==> src/core/spfm_pkg.sv <==
// package for the shared pin function mux: register map, field positions,
// control bus line positions, pull defaults and the carrier structs.
// assumes an 8-bit internal register port driven by the device controller.
package spfm_pkg;

    // register offsets (8-bit registers, byte addressed)
    localparam logic [7:0] SPFM_OFF_IFACE_CFG = 8'h01;
    localparam logic [7:0] SPFM_OFF_UART_A_CTRL = 8'h59;
    localparam logic [7:0] SPFM_OFF_UART_B_CTRL = 8'h72;
    localparam logic [7:0] SPFM_OFF_PORT_A_DATA = 8'h63;
    localparam logic [7:0] SPFM_OFF_PORT_A_DIR = 8'h64;
    localparam logic [7:0] SPFM_OFF_AUX_DATA = 8'h65;
    localparam logic [7:0] SPFM_OFF_AUX_DIR = 8'h66;
    localparam logic [7:0] SPFM_RST_REG = 8'h00;
    localparam logic [7:0] SPFM_UNMAPPED_READ = 8'h00;

    // field positions
    localparam int SPFM_MODE_LSB = 0;
    localparam int SPFM_IRQ_SEL_BIT = 6;
    localparam int SPFM_UARTB_SEL_BIT = 7;
    localparam int SPFM_HS_SEL_BIT = 7;

    // timer width
    localparam int SPFM_TMR_W = 32;

    // control bus line positions
    localparam int SPFM_L_ADDR_HI = 8;
    localparam int SPFM_L_MEM_WR = 16;
    localparam int SPFM_L_MEM_RD = 17;
    localparam int SPFM_L_SEL = 18;
    localparam int SPFM_L_TEST = 22;
    localparam int SPFM_L_TXRDY = 23;
    localparam int SPFM_L_RXRDY = 24;
    localparam int SPFM_L_BREQ = 25;
    localparam int SPFM_L_STX = 26;
    localparam int SPFM_L_SRX = 27;
    localparam int SPFM_L_ADC_CS = 8;
    localparam int SPFM_L_ADC_RC = 9;
    localparam int SPFM_L_DAC_WR = 10;
    localparam int SPFM_L_DAC_A = 11;
    localparam int SPFM_L_Q_EACK = 14;
    localparam int SPFM_L_Q_RPAR = 15;
    localparam int SPFM_L_Q_REOP = 16;
    localparam int SPFM_L_Q_RD = 18;
    localparam int SPFM_L_Q_WR = 19;
    localparam int SPFM_L_Q_EMP = 20;
    localparam int SPFM_L_Q_FUL = 21;
    localparam int SPFM_L_TRIG = 23;
    localparam int SPFM_L_Q_TEOP = 24;
    localparam int SPFM_L_Q_REACK = 26;
    localparam int SPFM_L_Q_TPAR = 27;

    // general pin pin roles: which alternates the device drives
    localparam logic [7:0] SPFM_ALT_DRIVE = 8'h51;

    // pad pull defaults, one bit per pad
    localparam logic [27:0] SPFM_BUS_PULLUP = 28'hfffffff;
    localparam logic [7:0] SPFM_GPIO_PULLUP = 8'hff;
    localparam logic [1:0] SPFM_LINK_PULLDOWN = 2'h3;
    localparam logic [1:0] SPFM_JTAG_PULLDOWN = 2'h3;

    // control bus mode
    typedef enum logic [1:0] {
        SPFM_MODE_GPIO = 2'b00,
        SPFM_MODE_RAM = 2'b01,
        SPFM_MODE_QACT = 2'b10,
        SPFM_MODE_QPAS = 2'b11
    } spfm_mode_e;

    // memory unit to pins
    typedef struct packed {
        logic [15:0] addr;
        logic write_n;
        logic read_n;
        logic [3:0] select_n;
        logic test;
        logic tx_ready;
        logic rx_ready;
    } spfm_mem_out_s;

    // pins to memory unit
    typedef struct packed {
        logic bus_request_n;
        logic start_tx;
        logic start_rx;
    } spfm_mem_in_s;

    // converter unit to pins
    typedef struct packed {
        logic [7:0] adc_addr;
        logic adc_select_n;
        logic adc_read_convert;
        logic dac_write_n;
        logic [2:0] output_conv_addr;
    } spfm_conv_out_s;

    // queue unit to pins
    typedef struct packed {
        logic tx_eop_ack;
        logic rx_parity;
        logic rx_eop_a;
        logic rx_eop_b;
        logic read_n;
        logic write_n;
        logic empty_n;
        logic full_n;
    } spfm_queue_out_s;

    // pins to queue unit
    typedef struct packed {
        logic tx_eop_a;
        logic tx_eop_b;
        logic rx_eop_ack;
        logic tx_parity;
        logic read_n;
        logic write_n;
        logic empty_n;
        logic full_n;
    } spfm_queue_in_s;

endpackage : spfm_pkg

==> src/core/spfm_pin_mux.sv <==
// top of the shared pin function mux: control bus and general pin routing,
// the setup registers that steer it, and the second timer expiry pulse.
// assumes pads resolve level from out/oe outside; pins sync to mclk.
//
// Overview of operation
// - timer_b_expired pulses one cycle on count match
// - inputs pull up; link, trst, tms pull down
// - control bus routed by configured mode
// - lines 7..0: address, converter address, aux port
// - RAM mode lines 15..8 high address
// - RAM mode lines 18..21 four chip selects
// - RAM lines 22..24 out, 25..27 in
// - converter lines 8..13 out, 23 trigger in
// - queue lines 18..21 direction follows mode
// - queue flags: 14..17 out, 24..27 in
// - general pins follow io_port_a unless rerouted
// - uart_a_control bit7 routes pins 0,1 handshake
// - interface_config bit6 routes pins 2,3 interrupts
// - interface_config bit7 routes pins 4,5 uart_b
// - uart_b_control bit7 routes pins 6,7 handshake
// - passive queue mode disables converter lines
`timescale 1ns/1ps
`default_nettype none

module spfm_pin_mux
    import spfm_pkg::*;
(
    input wire logic mclk,
    input wire logic sys_rst,
    // register port from the device controller
    input wire logic [7:0] reg_addr,
    input wire logic reg_we,
    input wire logic [7:0] reg_wdata,
    output logic [7:0] reg_rdata,
    // control bus pads
    input wire logic [27:0] shared_control_bus_in,
    output logic [27:0] shared_control_bus_out,
    output logic [27:0] shared_control_bus_oe,
    // general pins pads
    input wire logic [7:0] gpio_in,
    output logic [7:0] gpio_out,
    output logic [7:0] gpio_oe,
    // function units
    input wire spfm_mem_out_s mem_o,
    output spfm_mem_in_s mem_i,
    input wire spfm_conv_out_s conv_o,
    output logic converter_trigger,
    input wire spfm_queue_out_s queue_o,
    output spfm_queue_in_s queue_i,
    // uart and interrupt alternates
    input wire logic uart_a_request_to_send_n,
    output logic uart_a_clear_to_send_n,
    output logic external_irq0_n,
    output logic external_irq1_n,
    input wire logic uart_b_tx,
    output logic uart_b_rx,
    input wire logic uart_b_request_to_send_n,
    output logic uart_b_clear_to_send_n,
    // second timer
    input wire logic [SPFM_TMR_W-1:0] timer_b_count,
    input wire logic [SPFM_TMR_W-1:0] timer_b_period,
    output logic timer_b_expired,
    // pad pull enables
    output logic [27:0] bus_pull_up,
    output logic [7:0] gpio_pull_up,
    output logic [1:0] link_pull_down,
    output logic [1:0] jtag_pull_down
);

    // address match helper used by every register
    function automatic logic hit(input logic [7:0] a, input logic [7:0] off);
        hit = (a == off);
    endfunction : hit

    // setup registers
    logic [7:0] iface_cfg_q, iface_cfg_d;
    logic [7:0] uart_a_ctrl_q, uart_a_ctrl_d;
    logic [7:0] port_a_data_q, port_a_data_d;
    logic [7:0] port_a_dir_q, port_a_dir_d;
    logic [7:0] aux_data_q, aux_data_d;
    logic [7:0] aux_dir_q, aux_dir_d;
    logic [7:0] uart_b_ctrl_q, uart_b_ctrl_d; // second uart setup
    logic [7:0] rdata_q, rdata_d;
    spfm_mode_e mode; // decoded bus mode

    // pin side registers
    logic [27:0] bus_out_q, bus_out_d, bus_oe_q, bus_oe_d;
    logic [7:0] gp_out_q, gp_out_d, gp_oe_q, gp_oe_d;
    spfm_mem_in_s mem_i_q, mem_i_d;
    spfm_queue_in_s queue_i_q, queue_i_d;
    logic trig_q, trig_d;
    logic [4:0] alt_in_q, alt_in_d; // cts_a, irq0, irq1, rx_b, cts_b

    // general pin alternates
    logic [7:0] alt_sel; // per pin: routed to alternate
    logic [7:0] alt_val; // per pin: alternate output level

    // timer
    logic match, match_q, match_d, exp_q, exp_d;

    // register writes and readback
    always_comb begin
        iface_cfg_d = iface_cfg_q;
        uart_a_ctrl_d = uart_a_ctrl_q;
        port_a_data_d = port_a_data_q;
        port_a_dir_d = port_a_dir_q;
        aux_data_d = aux_data_q;
        aux_dir_d = aux_dir_q;
        uart_b_ctrl_d = uart_b_ctrl_q;
        if (reg_we) begin
            if (hit(reg_addr, SPFM_OFF_IFACE_CFG)) iface_cfg_d = reg_wdata;
            if (hit(reg_addr, SPFM_OFF_UART_A_CTRL)) uart_a_ctrl_d = reg_wdata;
            if (hit(reg_addr, SPFM_OFF_PORT_A_DATA)) port_a_data_d = reg_wdata;
            if (hit(reg_addr, SPFM_OFF_PORT_A_DIR)) port_a_dir_d = reg_wdata;
            if (hit(reg_addr, SPFM_OFF_AUX_DATA)) aux_data_d = reg_wdata;
            if (hit(reg_addr, SPFM_OFF_AUX_DIR)) aux_dir_d = reg_wdata;
            if (hit(reg_addr, SPFM_OFF_UART_B_CTRL)) uart_b_ctrl_d = reg_wdata;
        end
        // readback: data registers show live pad levels
        if (hit(reg_addr, SPFM_OFF_IFACE_CFG)) begin
            rdata_d = iface_cfg_q;
        end else if (hit(reg_addr, SPFM_OFF_UART_A_CTRL)) begin
            rdata_d = uart_a_ctrl_q;
        end else if (hit(reg_addr, SPFM_OFF_PORT_A_DATA)) begin
            rdata_d = gpio_in;
        end else if (hit(reg_addr, SPFM_OFF_PORT_A_DIR)) begin
            rdata_d = port_a_dir_q;
        end else if (hit(reg_addr, SPFM_OFF_AUX_DATA)) begin
            rdata_d = shared_control_bus_in[7:0];
        end else if (hit(reg_addr, SPFM_OFF_AUX_DIR)) begin
            rdata_d = aux_dir_q;
        end else if (hit(reg_addr, SPFM_OFF_UART_B_CTRL)) begin
            rdata_d = uart_b_ctrl_q;
        end else begin
            rdata_d = SPFM_UNMAPPED_READ;
        end
    end

    // setup register flops, cleared by reset
    always_ff @(posedge mclk) begin
        if (sys_rst) begin
            iface_cfg_q <= SPFM_RST_REG;
            uart_a_ctrl_q <= SPFM_RST_REG;
            port_a_data_q <= SPFM_RST_REG;
            port_a_dir_q <= SPFM_RST_REG;
            aux_data_q <= SPFM_RST_REG;
            aux_dir_q <= SPFM_RST_REG;
            uart_b_ctrl_q <= SPFM_RST_REG;
            rdata_q <= SPFM_RST_REG;
        end else begin
            iface_cfg_q <= iface_cfg_d;
            uart_a_ctrl_q <= uart_a_ctrl_d;
            port_a_data_q <= port_a_data_d;
            port_a_dir_q <= port_a_dir_d;
            aux_data_q <= aux_data_d;
            aux_dir_q <= aux_dir_d;
            uart_b_ctrl_q <= uart_b_ctrl_d;
            rdata_q <= rdata_d;
        end
    end

    assign mode = spfm_mode_e'(iface_cfg_q[SPFM_MODE_LSB +: 2]);

    // control bus routing by mode
    always_comb begin
        bus_out_d = '0;
        bus_oe_d = '0;
        mem_i_d = '{bus_request_n: 1'b1, start_tx: 1'b0, start_rx: 1'b0};
        queue_i_d = '{tx_eop_a: 1'b0, tx_eop_b: 1'b0, rx_eop_ack: 1'b0,
                      tx_parity: 1'b0, read_n: 1'b1, write_n: 1'b1,
                      empty_n: 1'b1, full_n: 1'b1};
        trig_d = 1'b0;
        case (mode)
            SPFM_MODE_RAM: begin
                bus_out_d[15:0] = mem_o.addr;
                bus_oe_d[15:0] = 16'hffff;
                bus_out_d[SPFM_L_MEM_WR] = mem_o.write_n;
                bus_out_d[SPFM_L_MEM_RD] = mem_o.read_n;
                bus_oe_d[SPFM_L_MEM_RD:SPFM_L_MEM_WR] = 2'h3;
                bus_out_d[SPFM_L_SEL +: 4] = mem_o.select_n;
                bus_oe_d[SPFM_L_SEL +: 4] = 4'hf;
                bus_out_d[SPFM_L_TEST] = mem_o.test;
                bus_out_d[SPFM_L_TXRDY] = mem_o.tx_ready;
                bus_out_d[SPFM_L_RXRDY] = mem_o.rx_ready;
                bus_oe_d[SPFM_L_RXRDY:SPFM_L_TEST] = 3'h7;
                // lines 25..27 stay inputs
                mem_i_d.bus_request_n = shared_control_bus_in[SPFM_L_BREQ];
                mem_i_d.start_tx = shared_control_bus_in[SPFM_L_STX];
                mem_i_d.start_rx = shared_control_bus_in[SPFM_L_SRX];
            end
            SPFM_MODE_QACT, SPFM_MODE_QPAS: begin
                // converter lines exist only in active queue mode
                if (mode == SPFM_MODE_QACT) begin
                    bus_out_d[7:0] = conv_o.adc_addr;
                    bus_out_d[SPFM_L_ADC_CS] = conv_o.adc_select_n;
                    bus_out_d[SPFM_L_ADC_RC] = conv_o.adc_read_convert;
                    bus_out_d[SPFM_L_DAC_WR] = conv_o.dac_write_n;
                    bus_out_d[SPFM_L_DAC_A +: 3] = conv_o.output_conv_addr;
                    bus_oe_d[13:0] = 14'h3fff;
                    trig_d = shared_control_bus_in[SPFM_L_TRIG];
                end
                // queue flags out
                bus_out_d[SPFM_L_Q_EACK] = queue_o.tx_eop_ack;
                bus_out_d[SPFM_L_Q_RPAR] = queue_o.rx_parity;
                bus_out_d[SPFM_L_Q_REOP] = queue_o.rx_eop_a;
                bus_out_d[SPFM_L_Q_REOP+1] = queue_o.rx_eop_b;
                bus_oe_d[SPFM_L_Q_REOP+1:SPFM_L_Q_EACK] = 4'hf;
                // queue flags in
                queue_i_d.tx_eop_a = shared_control_bus_in[SPFM_L_Q_TEOP];
                queue_i_d.tx_eop_b = shared_control_bus_in[SPFM_L_Q_TEOP+1];
                queue_i_d.rx_eop_ack = shared_control_bus_in[SPFM_L_Q_REACK];
                queue_i_d.tx_parity = shared_control_bus_in[SPFM_L_Q_TPAR];
                bus_out_d[SPFM_L_Q_RD] = queue_o.read_n;
                bus_out_d[SPFM_L_Q_WR] = queue_o.write_n;
                bus_out_d[SPFM_L_Q_EMP] = queue_o.empty_n;
                bus_out_d[SPFM_L_Q_FUL] = queue_o.full_n;
                if (mode == SPFM_MODE_QACT) begin
                    // device strobes, far queue reports its flags
                    bus_oe_d[SPFM_L_Q_WR:SPFM_L_Q_RD] = 2'h3;
                    queue_i_d.empty_n = shared_control_bus_in[SPFM_L_Q_EMP];
                    queue_i_d.full_n = shared_control_bus_in[SPFM_L_Q_FUL];
                end else begin
                    // far side strobes, device reports its flags
                    bus_oe_d[SPFM_L_Q_FUL:SPFM_L_Q_EMP] = 2'h3;
                    queue_i_d.read_n = shared_control_bus_in[SPFM_L_Q_RD];
                    queue_i_d.write_n = shared_control_bus_in[SPFM_L_Q_WR];
                end
            end
            SPFM_MODE_GPIO: begin
                bus_out_d[7:0] = aux_data_q;
                bus_oe_d[7:0] = aux_dir_q;
            end
            default: begin
                bus_oe_d = '0;
            end
        endcase
    end

    // general pin alternates, in pin order 7..0
    assign alt_sel = {{2{uart_b_ctrl_q[SPFM_HS_SEL_BIT]}},
                      {2{iface_cfg_q[SPFM_UARTB_SEL_BIT]}},
                      {2{iface_cfg_q[SPFM_IRQ_SEL_BIT]}},
                      {2{uart_a_ctrl_q[SPFM_HS_SEL_BIT]}}};
    assign alt_val = {1'b1, uart_b_request_to_send_n, 1'b1, uart_b_tx,
                      2'b11, 1'b1, uart_a_request_to_send_n};

    // per pin: port register or alternate
    for (genvar i = 0; i < 8; i++) begin : g_pin
        always_comb begin
            if (alt_sel[i]) begin
                gp_out_d[i] = alt_val[i];
                gp_oe_d[i] = SPFM_ALT_DRIVE[i];
            end else begin
                gp_out_d[i] = port_a_data_q[i];
                gp_oe_d[i] = port_a_dir_q[i];
            end
        end
    end

    // alternate inputs idle high when not routed
    always_comb begin
        alt_in_d[0] = alt_sel[1] ? gpio_in[1] : 1'b1;
        alt_in_d[1] = alt_sel[2] ? gpio_in[2] : 1'b1;
        alt_in_d[2] = alt_sel[3] ? gpio_in[3] : 1'b1;
        alt_in_d[3] = alt_sel[5] ? gpio_in[5] : 1'b1;
        alt_in_d[4] = alt_sel[7] ? gpio_in[7] : 1'b1;
    end

    // pin side flops
    always_ff @(posedge mclk) begin
        if (sys_rst) begin
            bus_out_q <= '0;
            bus_oe_q <= '0;
            gp_out_q <= '0;
            gp_oe_q <= '0;
            mem_i_q <= '{bus_request_n: 1'b1, start_tx: 1'b0, start_rx: 1'b0};
            queue_i_q <= '{tx_eop_a: 1'b0, tx_eop_b: 1'b0, rx_eop_ack: 1'b0,
                           tx_parity: 1'b0, read_n: 1'b1, write_n: 1'b1,
                           empty_n: 1'b1, full_n: 1'b1};
            trig_q <= 1'b0;
            alt_in_q <= 5'h1f;
        end else begin
            bus_out_q <= bus_out_d;
            bus_oe_q <= bus_oe_d;
            gp_out_q <= gp_out_d;
            gp_oe_q <= gp_oe_d;
            mem_i_q <= mem_i_d;
            queue_i_q <= queue_i_d;
            trig_q <= trig_d;
            alt_in_q <= alt_in_d;
        end
    end

    // timer expiry: one pulse on entering a match
    assign match = (timer_b_count == timer_b_period);
    always_comb begin
        match_d = match;
        exp_d = match & ~match_q;
    end

    always_ff @(posedge mclk) begin
        if (sys_rst) begin
            match_q <= 1'b0;
            exp_q <= 1'b0;
        end else begin
            match_q <= match_d;
            exp_q <= exp_d;
        end
    end

    // outputs
    assign reg_rdata = rdata_q;
    assign shared_control_bus_out = bus_out_q;
    assign shared_control_bus_oe = bus_oe_q;
    assign gpio_out = gp_out_q;
    assign gpio_oe = gp_oe_q;
    assign mem_i = mem_i_q;
    assign queue_i = queue_i_q;
    assign converter_trigger = trig_q;
    assign uart_a_clear_to_send_n = alt_in_q[0];
    assign external_irq0_n = alt_in_q[1];
    assign external_irq1_n = alt_in_q[2];
    assign uart_b_rx = alt_in_q[3];
    assign uart_b_clear_to_send_n = alt_in_q[4];
    assign timer_b_expired = exp_q;
    assign bus_pull_up = SPFM_BUS_PULLUP;
    assign gpio_pull_up = SPFM_GPIO_PULLUP;
    assign link_pull_down = SPFM_LINK_PULLDOWN;
    assign jtag_pull_down = SPFM_JTAG_PULLDOWN;
endmodule : spfm_pin_mux

`default_nettype wire

==> config.mk <==
export PLATFORM = sky130hd
export DESIGN_NAME = spfm_pin_mux
export DESIGN_NICKNAME = d
export VERILOG_FILES = /design/src/core/spfm_pkg.sv /design/src/core/spfm_pin_mux.sv
export SDC_FILE = /design/constraint.sdc
export NUM_CORES = 1
export LEC_CHECK = 0
export BUFFER_PORTS_ARGS = -buffer_cell sky130_fd_sc_hd__buf_2
export CAP_MARGIN = 5
export CORE_AREA = 2 2 118 120
export DETAILED_ROUTE_END_ITERATION = 6
export DIE_AREA = 0 0 120 122
export GPL_TIMING_DRIVEN = 0
export HOLD_SLACK_MARGIN = 0.03
export PLACE_DENSITY_LB_ADDON = 0.08
export SLEW_MARGIN = 25
export SYNTH_ARGS = -nofsm -noshare
export SYNTH_HDL_FRONTEND = slang
export SYNTH_SLANG_ARGS = --single-unit
==> constraint.sdc <==
create_clock -name mclk -period 2.4 [get_ports mclk]
set_clock_uncertainty 0.1 [all_clocks]
set_input_delay 0.12 -clock mclk [delete_from_list [all_inputs] [get_ports mclk]]
set_output_delay 0.12 -clock mclk [all_outputs]
set_load 0.01 [all_outputs]
# Yosys cells after proc, flatten, opt, wreduce, memory -nomap -nowiden
# Index checks and enable logic that the tools add are counted.
[op_classes]
addsub = 0
n_mul = 0
div_mod_pow = 0
magnitude_cmp = 0
eq_ne = 11
n_shift = 0
mux = 27
bitwise_logic = 9
n_reduce_logical = 21
[ops]
columns = ["op", "count"]
rows = [
  ["$mux W8", 7],
  ["$pmux W14 S2", 2],
  ["$eq A8 B7 Y1 const B", 6],
  ["$pmux W8 S3", 2],
  ["$eq A32 B32 Y1", 1],
  ["$mux W14", 2],
  ["$reduce_or A2 Y1", 11],
  ["$reduce_and A2 Y1", 7],
  ["$mux W1", 11],
  ["$eq A8 B1 Y1 const B", 1],
  ["$not A1 Y1", 8],
  ["$reduce_or A3 Y1", 2],
  ["$eq A2 B2 Y1 const B", 2],
  ["$mux W2", 2],
  ["$mux W3", 1],
  ["$eq A2 B1 Y1 const B", 1],
  ["$logic_not A2 Y1", 1],
  ["$and A1 B1 Y1", 1],
]
[word_totals]
register_bits = 155
latchBits = 0
ramBits = 0
romBits = 0
input_bits = 169
out_inout_bits = 138
elab_cells = 105
memories = 0

# Logic depth before layout (Yosys ltp)
[depth]
ltp_word = 8
ltp_mapped = 8
mapped_depth_nobuf = 6

# Worst setup path after synthesis
# OpenSTA, ideal clock, no wires.
[synth_timing]
kind = "reg2reg"
startpoint = "register iface_cfg_q[0]"
endpoint = "register queue_i_q, in the netlist queue_i[4]"
setup_ns = 0.115
arrival_ns = 1.551
required_ns = 2.185
setup_slack_ns = 0.634
stages_incl_launch_ff = 8
path_buffers = 2
synth_period_minus_slack_ns = 1.766
path_cell_list = "dfxtp_1 > inv_1 > ha_1 > clkbuf_1 > or2_2 > clkbuf_1 > nor2b_1 > and2_1"
[synth_via]
elab_chain_len = 4
word_cells_on_any_way = 5
classes_between = "eq/ne (2); bitwise (1); reduce/logical (2)"
[synth_rtl]
columns = ["item", "line_no", "source"]
rows = [
  ["from (decl)", "spfm_pin_mux.sv:76", "logic [7:0] iface_cfg_q, iface_cfg_d;"],
  ["from (signal assigned)", "spfm_pin_mux.sv:151", "iface_cfg_q <= iface_cfg_d;"],
  ["$eq A2 B2 Y1", "spfm_pin_mux.sv:173", "case (mode)"],
  ["$reduce_or A2 Y1 (*)", "spfm_pin_mux.sv:173", ""],
  ["$not A1 Y1 (no source line) (*)", "n/a", ""],
  ["$reduce_or A2 Y1 (no source line) (*)", "n/a", ""],
  ["to (signal assigned)", "spfm_pin_mux.sv:277", "queue_i_q <= '{tx_eop_a: 1'b0, tx_eop_b: 1'b0, rx_eop_ack: 1'b0,"],
  ["to (signal assigned)", "spfm_pin_mux.sv:288", "queue_i_q <= queue_i_d;"],
  ["to (decl)", "spfm_pin_mux.sv:90", "spfm_queue_in_s queue_i_q, queue_i_d;"],
]
# Every way passes the cells marked *; elsewhere a longest branch is shown, timed or not.
# A chain may end at the register's enable or synchronous reset.

# Final worst setup path
[layout_timing]
startpoint = "register iface_cfg_q[0]"
endpoint = "register bus_out_q[10], in the netlist shared_control_bus_out[10]"
[layout_via]
elab_chain_len = 3
word_cells_on_any_way = 6
classes_between = "eq/ne (3); mux (2); reduce/logical (1)"
[layout_rtl]
columns = ["item", "line_no", "source"]
rows = [
  ["$eq A2 B2 Y1 (on tied branches)", "spfm_pin_mux.sv:173, spfm_pin_mux.sv:193", ""],
  ["$mux W14 or $reduce_or A2 Y1 (tied branches)", "spfm_pin_mux.sv:193, spfm_pin_mux.sv:173", ""],
  ["$pmux W14 S2 (*)", "spfm_pin_mux.sv:173", ""],
  ["to (signal assigned)", "spfm_pin_mux.sv:283", "bus_out_q <= bus_out_d;"],
  ["to (decl)", "spfm_pin_mux.sv:87", "logic [27:0] bus_out_q, bus_out_d, bus_oe_q, bus_oe_d;"],
]
# Marked as above.

==> metrics.cfg <==
[logic_synthesis]
syn_inst=671
yosysTopAreaCell=dfxtp_1
synthFlopType=dfxtp_1
synth.distinct_cells=43
synth.yosys.seq_area_share_pct=45.2
synth_area_leaders=dfxtp_1 (45%), buf_4 (7.4%), mux2i_1 (7.2%)
synth_area_sq_um=6020
synth_seq_cells=136
ys_warn_count=0
syn_avg_cell_area_sq_um=8.97
yosysTopAreaCellShare_pct=45.2
synthArstFlopShare_pct=0
synth-edff-count=0

[cells_and_area]
layoutNonFillerInstCount=1250
final_nets=1234
area_growth_pct=49.4
final_area_sq_um=8990
drive_above_1_share_pct=34.7
antennaDiodeCount=0

[drt]
avgRoutedWirePerCell_um=14.8
vias_per_cell=4.70
drt-pass1-iter-count=5
ant_nets=0
num_vias=5871
wl_mm=18.5
drc=0
initialDrtViolationCount=409

[floorplan]
die_y_um=122
core_region_area_sq_um=13500
io_pins=307
dieArea_sq_um=14600
row_count=43
die_x_um=120
initial_utilization_pct=44.6

[setup_path]
crit_chain=inv_1 > ha_1 > clkbuf_1 > clkbuf_2 > a22oi_1 > dlygate4sd3_1 > nor2_1
path_class=reg -> reg
cpMaxStageDelayCell=dlygate4sd3_1
timing.reg2reg.setup_slack_ns=0.22
cp.required_ns=2.59
crit_buf_inv=4
arrival_ns=2.37
critical_path.endpoint_type=flip-flop
critical-path-top-delay-family=buffers and inverters
slowest_delay_ns=0.60
crit_fanout=10
startpoint_type=flip-flop

[cts]
worstSkewPairLatency_ns=0.42
cts_root_buf=clkbuf_16
clock-sinks=136
htreeDepth=4
cts_buffer_depth=2
clkTransAtPathRegs_ns=0.05
cts_setup_buffers=0
cts_tree=yes
cts_buffers=17

[sta]
tightest_slew_ns=0.697
tns_ns=0
min_period_over_period_pct=90.9
slew_headroom_pct=53.3
max_freq_mhz=458
min_period_ns=2.18
finalMaxSlewViolations=0
hold_viol_final=0
rsz0062_at_grt=false
whs_ns=0.0570
setup_violations=0
worst_slack_ns=0.219

[pwr]
p_sw_share_pct=22.1
switchingPower_w=0.00115
leakage_nw=4.17
max-vdd-ir-drop_v=0.000514
p_comb_share_pct=9.6
seqPwrFrac_pct=43.4
power.density_nw_per_um2=580
p_clk_share_pct=47.0
p_int_w=0.00406

[placed_design]
portBuffers=246
dp_hpwl_mm=13.0
place_ws_ns=0.247
placedCellCount=1141
gp_routability_congestion=0.887
placed_cell_area_sq_um=7640

[grt]
grt_usage_pct=25.2
grt_max_degree=17
grt_pass1_wl_mm=28.5
antenna_found_initial=0
first_global_vias=5698
grt.overflow.total=0

[worst_hold_path]
hp-class=in -> reg

[outcome]
status=finished clean

[flow_run]
drv_cap=0

-- what timing repair did --
action	in CTS	in global routing
setup endpoints to repair	0	7
hold buffers	79	0
gates resized for setup	0	8
endpoints found under the hold margin	105	0
-- cell type report --
class / count / area, sq um
Fill cell: 1154 / 4520
Multi-Input combinational cell: 470 / 2810
Sequential cell: 136 / 2730
Timing Repair Buffer: 325 / 2020
Buffer: 98 / 614
Clock buffer: 21 / 450
Tap cell: 180 / 225
Clock inverter: 9 / 103
Inverter: 11 / 41.3
-- worst paths after layout --
kind	start	to	cells after the start
hold reg to reg	match_q	timer_b_expired	1
setup / recovery	iface_cfg_q[0]	shared_control_bus_out[10]	7
hold / removal	timer_b_period[19]	match_q	5
setup reg to reg	iface_cfg_q[0]	shared_control_bus_out[10]	7
-- power by group through the flow --
stage / registers, W / clock network, W / logic (W)
after floorplan: 0.00231 / 0 / 0.000204
after global placement: 0.00231 / 0 / 0.000400
after detailed placement: 0.00231 / 0 / 0.000402
after CTS: 0.00226 / 0.00249 / 0.000494
after global routing: 0.00226 / 0.00259 / 0.000546
final: 0.00226 / 0.00245 / 0.000503
-- synthesized netlist by cell type (all sizes together) (3+ instances only) --
master,count
a211oi,8
a21oi,48
a221o,8
a22o,8
a22oi,22
and2,11
buf,73
clkbuf,25
dfxtp,136
ha,6
inv,11
mux2i,43
nand2,49
nand2b,11
nand3,11
nor2,116
nor2b,6
nor3,4
nor3b,6
nor4,9
o21ai,8
or3b,3
xnor2,3
xor2,29
-- layer usage --
layer  share of wire, %  GRT usage [%]  up-vias  wire (um)
met5                  0              0        -          0
met4                2.1           8.90        0        382
met3                7.1           7.87       32       1310
met2                 49           43.9      226       9020
met1                 42           29.3     2691       7800
li1                   -              -     2922          -
-- kinds of logic after synthesis --
logic type,synth area share [%]
and+or+nand+nor,19.2
AOI/OAI and AO/OA,11.6
xor gates and xnor gates,4.66
DFF,45.2
buffers and inverters,10.8
other,0.125
muxes,7.15
adders and majority gates,1.25
-- flip-flops by register name, indices dropped and copies added (netlist names), 3 cells and up --
name,cells
port_a_data_q,8
port_a_dir_q,8
uart_b_ctrl_q,8
shared_control_bus_oe,12
iface_cfg_q,8
aux_data_q,8
reg_rdata,8
gpio_out,8
queue_i,8
uart_a_ctrl_q,8
alt_in_q,5
aux_dir_q,8
mem_i,3
shared_control_bus_out,25
gpio_oe,8
-- layout by cell type (no fill, tap or decap), types with 3 or more instances in the layout --
master         count
a211oi_2           8
a21oi_1           48
a221o_1            8
a22o_1             8
a22oi_1           22
and2_1            11
buf_2            257
buf_4             59
clkbuf_1          25
clkbuf_16         17
clkbuf_2           3
clkinv_2           4
clkinvlp_4         3
conb_1            46
dfxtp_1          134
dlygate4sd3_1     79
ha_1               6
inv_1             11
mux2i_1           43
nand2_1           49
nand2b_1          11
nand3_1            9
nor2_1           114
nor2b_1            6
nor3b_1            6
nor4_1             8
o21ai_0            8
xnor2_1            3
xor2_1            29
-- tightest hold or removal path, delay by kind of cell --
family / cells / cell delay, ns
simple gates: 3 / 0.20
xor+xnor: 1 / 0.12
buf+inv: 1 / 0.09
-- per-stage QoR --
step | util [%] | total power (W)
2_1_floorplan | - | 0.00252
3_3_place_gp | 56.6 | 0.00271
3_5_place_dp | 56.6 | 0.00271
4_1_cts | 66.5 | 0.00524
5_1_grt | 66.6 | 0.00540
6_report | 66.6 | 0.00522
Note: power is estimated with default switching activity, not from simulation.
